## config.mk

```make
export PLATFORM = sky130hd
export DESIGN_NAME = voltage_reference_control
export DESIGN_NICKNAME = d
export VERILOG_FILES = /design/src/rtl/vref_ctrl_pkg.sv /design/src/rtl/voltage_reference_control.sv
export VERILOG_INCLUDE_DIRS = /design/src /design/src/rtl
export SDC_FILE = /design/constraint.sdc
export NUM_CORES = 1
export LEC_CHECK = 0
export BUFFER_PORTS_ARGS = -buffer_cell sky130_fd_sc_hd__buf_4
export CORE_MARGIN = 4
export CORE_UTILIZATION = 35
export DETAILED_ROUTE_END_ITERATION = 8
export PLACE_DENSITY = 0.8
export SLEW_MARGIN = 20
export SYNTH_ARGS = -nofsm -noshare
export SYNTH_HDL_FRONTEND = slang
export SYNTH_SLANG_ARGS = --single-unit
```

## constraint.sdc

```tcl
create_clock -name sys_clk -period 2.5 [get_ports sys_clk]
set_clock_uncertainty 0.15 [all_clocks]
set_input_delay 0.5 -clock sys_clk [delete_from_list [all_inputs] [get_ports sys_clk]]
set_output_delay 0.5 -clock sys_clk [all_outputs]
set_load 0.03 [all_outputs]
```

## src/rtl/vref_ctrl_defines.svh

```systemverilog
// constants for the voltage reference control register bank
// assumes inclusion by bare name from the rtl files
`ifndef VREF_CTRL_DEFINES_SVH
`define VREF_CTRL_DEFINES_SVH

// ==========================================
// register map
`define VREF_CTRL_OFFSET 12'h000
`define VREF_CTRL_RESET 8'h00

// ==========================================
// field positions
`define VREF_ENABLE_BIT 7
`define VREF_READY_BIT 6
`define VREF_TEMP_EN_BIT 5
`define VREF_TEMP_RNG_BIT 4
`define VREF_CMP_GAIN_LSB 2
`define VREF_ADC_GAIN_LSB 0

`endif

```

## src/rtl/vref_ctrl_pkg.sv

```systemverilog
// types for the voltage reference control register bank
// assumes nothing of its surroundings
package vref_ctrl_pkg;
    // ==========================================
    // buffer gain code
    typedef enum logic [1:0] {
        GAIN_OFF = 2'h0,
        GAIN_X1 = 2'h1,
        GAIN_X2 = 2'h2,
        GAIN_X4 = 2'h3
    } gain_code_t;
endpackage

```

## src/rtl/voltage_reference_control.sv

```systemverilog
// apb register bank controlling a fixed voltage reference and temp indicator
// assumes apb master on sys_clk, analog settle flag synchronous to sys_clk
//
// Behaviour
// enable bit powers reference up or down
// ready set only after analog settled
// ready reads zero when unstable or disabled
// high-voltage variant reads ready always one
// temp indicator enable bit switches circuit
// range bit selects high or low
// comparator/dac gain field decode
// adc gain field decode
// two gain fields independent
// writes to ready bit ignored
//
// Chosen here: the register offsets and the APB register port.
`include "vref_ctrl_defines.svh"
`timescale 1ns/1ps
`default_nettype none
module voltage_reference_control #(
    parameter bit HighVoltVariant = 1'b0 // selects variant whose ready flag is fixed one
) (
    // clock, enable, reset
    input wire logic sys_clk,
    input wire logic clkEn,
    input wire logic rst_n,
    // apb slave
    input wire logic psel,
    input wire logic penable,
    input wire logic pwrite,
    input wire logic [11:0] paddr,
    input wire logic [31:0] pwdata,
    output logic [31:0] prdata,
    output logic pready,
    output logic pslverr,
    // analog side
    input wire logic refSettled,
    output logic referenceEnable,
    output logic tempIndicatorEnable,
    output logic tempRangeSelect,
    output logic [1:0] cmpDacGainSelect,
    output logic [1:0] adcGainSelect,
    output logic [2:0] cmpDacGain,
    output logic [2:0] adcGain
);
    // ==========================================
    // elaboration check
    initial begin
        if (`VREF_READY_BIT != 6) begin
            $error("ready bit must sit at position 6");
        end
    end

    // ==========================================
    // control state
    logic [7:0] ctrl_r; // writable bits; ready position kept zero
    logic [7:0] ctrl_nxt;
    logic ready_r; // stabilisation flag
    logic ready_nxt;
    logic [31:0] rdata_r; // read data register
    logic [31:0] rdata_nxt;
    logic slvErr_r; // error answer register
    logic slvErr_nxt;
    logic access; // access phase
    logic hit; // address decodes to control register
    logic [7:0] readView; // register as software reads it

    assign access = psel && penable && clkEn;
    assign hit = (paddr == `VREF_CTRL_OFFSET);

    // ready flag value as read
    always_comb begin
        readView = ctrl_r;
        readView[`VREF_READY_BIT] = HighVoltVariant ? 1'b1 : ready_r;
    end

    // next-state computation
    always_comb begin
        ctrl_nxt = ctrl_r;
        ready_nxt = ready_r;
        rdata_nxt = rdata_r;
        slvErr_nxt = slvErr_r;
        if (clkEn) begin
            // ready only when enabled and settled, else zero
            ready_nxt = ctrl_r[`VREF_ENABLE_BIT] && refSettled;
            if (psel && !penable) begin
                // setup: prepare answer
                slvErr_nxt = !hit;
                rdata_nxt = hit ? {24'h000000, readView} : 32'h00000000;
                if (hit && pwrite) begin
                    rdata_nxt = 32'h00000000;
                end
            end
        end
        if (access && hit && pwrite) begin
            ctrl_nxt = pwdata[7:0];
            ctrl_nxt[`VREF_READY_BIT] = 1'b0;
            ready_nxt = 1'b0;
        end
    end

    // registers
    always_ff @(posedge sys_clk) begin
        if (!rst_n) begin
            ctrl_r <= `VREF_CTRL_RESET;
            ready_r <= 1'b0;
            rdata_r <= 32'h00000000;
            slvErr_r <= 1'b0;
        end else begin
            ctrl_r <= ctrl_nxt;
            ready_r <= ready_nxt;
            rdata_r <= rdata_nxt;
            slvErr_r <= slvErr_nxt;
        end
    end

    // ==========================================
    // outputs
    assign pready = 1'b1;
    assign prdata = rdata_r;
    assign pslverr = access && slvErr_r;
    assign referenceEnable = ctrl_r[`VREF_ENABLE_BIT];
    assign tempIndicatorEnable = ctrl_r[`VREF_TEMP_EN_BIT];
    assign tempRangeSelect = ctrl_r[`VREF_TEMP_RNG_BIT];
    assign cmpDacGainSelect = ctrl_r[`VREF_CMP_GAIN_LSB +: 2];
    assign adcGainSelect = ctrl_r[`VREF_ADC_GAIN_LSB +: 2];

    // gain decode to one-hot {4x,2x,1x}; zero means buffer off
    function automatic logic [2:0] decodeGain(input logic [1:0] code);
        case (vref_ctrl_pkg::gain_code_t'(code))
            vref_ctrl_pkg::GAIN_X4: decodeGain = 3'h4;
            vref_ctrl_pkg::GAIN_X2: decodeGain = 3'h2;
            vref_ctrl_pkg::GAIN_X1: decodeGain = 3'h1;
            default: decodeGain = 3'h0;
        endcase
    endfunction
    assign cmpDacGain = decodeGain(cmpDacGainSelect);
    assign adcGain = decodeGain(adcGainSelect);

    // ==========================================
    // assertions
    chk_ready_needs_enable: assert property (@(posedge sys_clk) disable iff (!rst_n)
        (!HighVoltVariant && !$past(referenceEnable)) |-> !readView[6])
        else $error("ready seen while reference disabled");
    chk_ready_follows_settle: assert property (@(posedge sys_clk) disable iff (!rst_n)
        (clkEn && referenceEnable && refSettled && !(access && pwrite)) |=> ready_r)
        else $error("ready not raised after settle");
    chk_ready_drop: assert property (@(posedge sys_clk) disable iff (!rst_n)
        (clkEn && !refSettled) |=> !ready_r)
        else $error("ready stayed while unsettled");
    chk_variant_ready: assert property (@(posedge sys_clk) disable iff (!rst_n)
        HighVoltVariant |-> readView[6])
        else $error("variant ready not one");
    chk_enable_write: assert property (@(posedge sys_clk) disable iff (!rst_n)
        (access && hit && pwrite) |=> referenceEnable == $past(pwdata[7]))
        else $error("enable not written");
    chk_temp_write: assert property (@(posedge sys_clk) disable iff (!rst_n)
        (access && hit && pwrite) |=> {tempIndicatorEnable, tempRangeSelect}
            == $past(pwdata[5:4]))
        else $error("temp bits not written");
    chk_cmp_decode: assert property (@(posedge sys_clk) disable iff (!rst_n)
        (cmpDacGainSelect == 2'h3) |-> cmpDacGain == 3'h4)
        else $error("cmp gain decode wrong");
    chk_adc_decode: assert property (@(posedge sys_clk) disable iff (!rst_n)
        (adcGainSelect == 2'h1) |-> adcGain == 3'h1)
        else $error("adc gain decode wrong");
    chk_gain_independent: assert property (@(posedge sys_clk) disable iff (!rst_n)
        (access && hit && pwrite) |=> adcGainSelect == $past(pwdata[1:0]))
        else $error("adc gain not independent");
    chk_ready_bit_ignored: assert property (@(posedge sys_clk) disable iff (!rst_n)
        (access && hit && pwrite && pwdata[6] && !HighVoltVariant) |=> !readView[6])
        else $error("ready bit took write");
    cov_enable: cover property (@(posedge sys_clk) access && hit && pwrite && pwdata[7]);
    cov_ready: cover property (@(posedge sys_clk) !ready_r ##1 ready_r);
    cov_read: cover property (@(posedge sys_clk) access && hit && !pwrite);
    cov_bad: cover property (@(posedge sys_clk) access && !hit);
    cov_freeze: cover property (@(posedge sys_clk) !clkEn && psel && penable && pwrite);

    // ==========================================
    // clock enable and refused accesses
    // a low clock enable must hold every bit of state, bus traffic included,
    // so a stalled system clock domain never sees a half-applied write
    // frozen cycle leaves register and flag untouched
    chk_clken_freeze: assert property (@(posedge sys_clk) disable iff (!rst_n)
        !clkEn |=> ($stable(ctrl_r) && $stable(ready_r)))
        else $error("state moved while clock enable low");
    // a write to an unmapped offset must not reach the register
    chk_refused_write: assert property (@(posedge sys_clk) disable iff (!rst_n)
        (access && !hit && pwrite) |=> $stable(ctrl_r))
        else $error("unmapped write changed register");
    // any accepted write restarts the settle check for one cycle
    chk_ready_cleared_write: assert property (@(posedge sys_clk) disable iff (!rst_n)
        (access && hit && pwrite) |=> !ready_r)
        else $error("ready survived a register write");

    // ==========================================
    // remaining gain codes, both buffers
    // every code is pinned so a swapped pair of decode arms cannot hide
    // comparator/dac buffer at 2x
    chk_cmp_x2: assert property (@(posedge sys_clk) disable iff (!rst_n)
        (cmpDacGainSelect == 2'h2) |-> cmpDacGain == 3'h2)
        else $error("cmp gain 2x decode wrong");
    // comparator/dac buffer at 1x
    chk_cmp_x1: assert property (@(posedge sys_clk) disable iff (!rst_n)
        (cmpDacGainSelect == 2'h1) |-> cmpDacGain == 3'h1)
        else $error("cmp gain 1x decode wrong");
    // comparator/dac buffer switched off
    chk_cmp_off: assert property (@(posedge sys_clk) disable iff (!rst_n)
        (cmpDacGainSelect == 2'h0) |-> cmpDacGain == 3'h0)
        else $error("cmp buffer not off");
    // adc buffer at 4x
    chk_adc_x4: assert property (@(posedge sys_clk) disable iff (!rst_n)
        (adcGainSelect == 2'h3) |-> adcGain == 3'h4)
        else $error("adc gain 4x decode wrong");
    // adc buffer at 2x
    chk_adc_x2: assert property (@(posedge sys_clk) disable iff (!rst_n)
        (adcGainSelect == 2'h2) |-> adcGain == 3'h2)
        else $error("adc gain 2x decode wrong");
    // adc buffer switched off
    chk_adc_off: assert property (@(posedge sys_clk) disable iff (!rst_n)
        (adcGainSelect == 2'h0) |-> adcGain == 3'h0)
        else $error("adc buffer not off");
    // comparator/dac field takes its own slice of the write
    chk_cmp_independent: assert property (@(posedge sys_clk) disable iff (!rst_n)
        (access && hit && pwrite) |=> cmpDacGainSelect == $past(pwdata[3:2]))
        else $error("cmp gain not independent");
endmodule
`default_nettype wire

```

==> summary.txt <==
H-tree depth - 1
Worst setup SP type - input port
global-route wire length before repair - 3230 microns
setup slack at placement - 0.391 ns
Total Wirelength - 2180 microns
DP Cell Count - 187
# rows - 19
Max Root-Sink Buffers - 2
GPL Wtd Cong - 0.811
vias in the first global route - 734
postcts setup bufs - 0
worst setup margin - 0.710 ns
total power - 518 uW
Crit-path slowest cell - or4_4
Final min period - 1.79 ns
static leakage - 0.593 nW
hold_sp - pwdata[4]
Tcrit/Tclk final - 0.716
Seq cells post-synth - 17
Arr. time, crit path - 1.86 ns
post-synth top area cell - dfxtp_1
slowest stage delay, CP - 0.55 ns
fin cells - 191
Horiz. Die Dim - 61.1 microns
Synth Cell Area - 988 sq um
Peak supply drop - 0.192 mV
Post-Synthesis Cells - 115
# port buffers - 47
Commonest cells post-synth - buf_4, dfxtp_1, nand2_1, nand3_1, nand4b_1
GRT overflow - 0
final net count - 212
Die Footprint - 0.00374 sq mm
clock root buffer - clkbuf_4
core area - 0.00273 sq mm
GRT Util Overall - 0.114
final core occ - 0.474
initial antenna violation count - 0
crit-path max FO - 8
largest net degree at the start of global routing - 33
Slew Limit Fails - 0
crit-path cells - buf_4 -> or4_4 -> or3_1 -> o21ai_0
Vias/cell - 4.40
EDFF count, synth - 0
Routed wire per std cell - 11.4 microns
kind of cell adding the most delay to the critical path - simple AND/OR/NAND/NOR gates
Initial DRT Pass Iterations - 4
r2r startpoint - ready_r
power per cell area - 400 mW/mm^2
FMAX - 0.559 GHz
synthesis warning total - 0
status - complete, no violations
Worst Path Buf+Inv - 1
post-CTS sizing - 0
Antenna Nets Post-Route - 0
hold crit path type - input port to register
top cells by area, synth - dfxtp_1, buf_4, mux2i_1, nand4b_1, nand2_1
Reg clk slew, reported paths - 0.10 ns
# hold bufs at CTS - 0
share of cells above drive strength 1 - 0.344
Worst Setup SP - paddr[7]
ANT cells - 0
CP Capture Type - register
CP Class - input port to register
clock latency on the worst-skew pair - 0.28 ns
CTS tree - built
CTS sink cnt - 17
setup TNS - 0 ns
post-synthesis sequential area ratio - 0.344
die height - 61.1 microns
top-count cell post-synth - buf_4
# DRC - 0
Final Hold Vio Count - 0
Final Setup Violations - 0
via count - 841
syn_area_per_cell - 8.60 sq um
share of the synthesized area in the top cell type - 0.344
Initial Util - 0.362
IO Pins - 98
Synth cell types - 24
RSZ-0062 raised after global routing - false
Synth-to-Final Area Change - 31.0%
Async SR Flop Fraction - 0
Max-cap violations - 0
cts bufs inserted - 3
starting DRC count in detailed routing - 4
Primary FF master, synth - dfxtp_1
CP required - 2.57 ns
Post-DP HPWL - 1790 microns
## placed cells by master (no fill, tap or decap), drive strengths merged, types with 5 or more instances in the layout
cell / n
buf: 48
conb: 25
dfxtp: 17
nand2: 14
o21ai: 9
nand4b: 8
nand3: 8
mux2i: 7
nor2b: 5
## through the flow
step | hold slack [ns] | instance area, sq um
after floorplan | 0.318 | 1070
after global placement | 0.301 | 1270
after detailed placement | 0.307 | 1270
after CTS | 0.303 | 1290
after global routing | 0.307 | 1290
final | 0.310 | 1290
## area by class of cell
class,count,area [sq um]
Fill cell,283,1440
Clock buffer,3,22.5
Timing Repair Buffer,48,360
Tap cell,31,38.8
Multi-Input combinational cell,91,528
Clock inverter,1,5.00
Sequential cell,17,340
## metal layers
metal | part of all wire | global-route usage | vias up | wire, microns
met5 | 0 | 0 | - | 0
met4 | 0.011 | 0.0557 | 0 | 23
met3 | 0.076 | 0.0147 | 2 | 165
met2 | 0.55 | 0.208 | 30 | 1200
met1 | 0.36 | 0.129 | 372 | 787
li1 | - | - | 437 | -
## cells by family (layout without fill, tap and decap cells)
kind of cell | count (synthesis) | count (layout) | share of synthesized area
and+or+nand+nor | 48 | 48 | 0.311
buffers and inverters | 30 | 52 | 0.209
DFF | 17 | 17 | 0.344
AOI/OAI and AO/OA | 11 | 11 | 0.0570
muxes | 7 | 7 | 0.0709
other | 2 | 25 | 0.00760
## where the power goes
| group | switching [mW] | leakage, nW | internal [mW] | total, mW |
|---|---|---|---|---|
| combinational | 0.0719 | 0.438 | 0.0314 | 0.103 |
| clock | 0.0839 | 0.0177 | 0.0595 | 0.143 |
| sequential | 0.000304 | 0.137 | 0.271 | 0.272 |
## registers in the layout (all words and copies together) (netlist names)
signal,count
prdata,8
ctrl_r,7
ready_r,1
slvErr_r,1
## worst register-to-register path: stages (launching register included)
cell,delay [ns]
dfxtp_1,0.34
nor2b_1,0.13
a31oi_1,0.05
nor3b_1,0.19
## final timing paths
path	depth (start not counted)	to	slack, ns
worst min-delay path	3	ctrl_r[4]	0.31
worst max-delay path	4	prdata[7]	0.71
worst min register to register	2	prdata[1]	0.32
worst max register to register	3	ready_r	1.56
No activity file was read; power rests on OpenSTA's default activity.
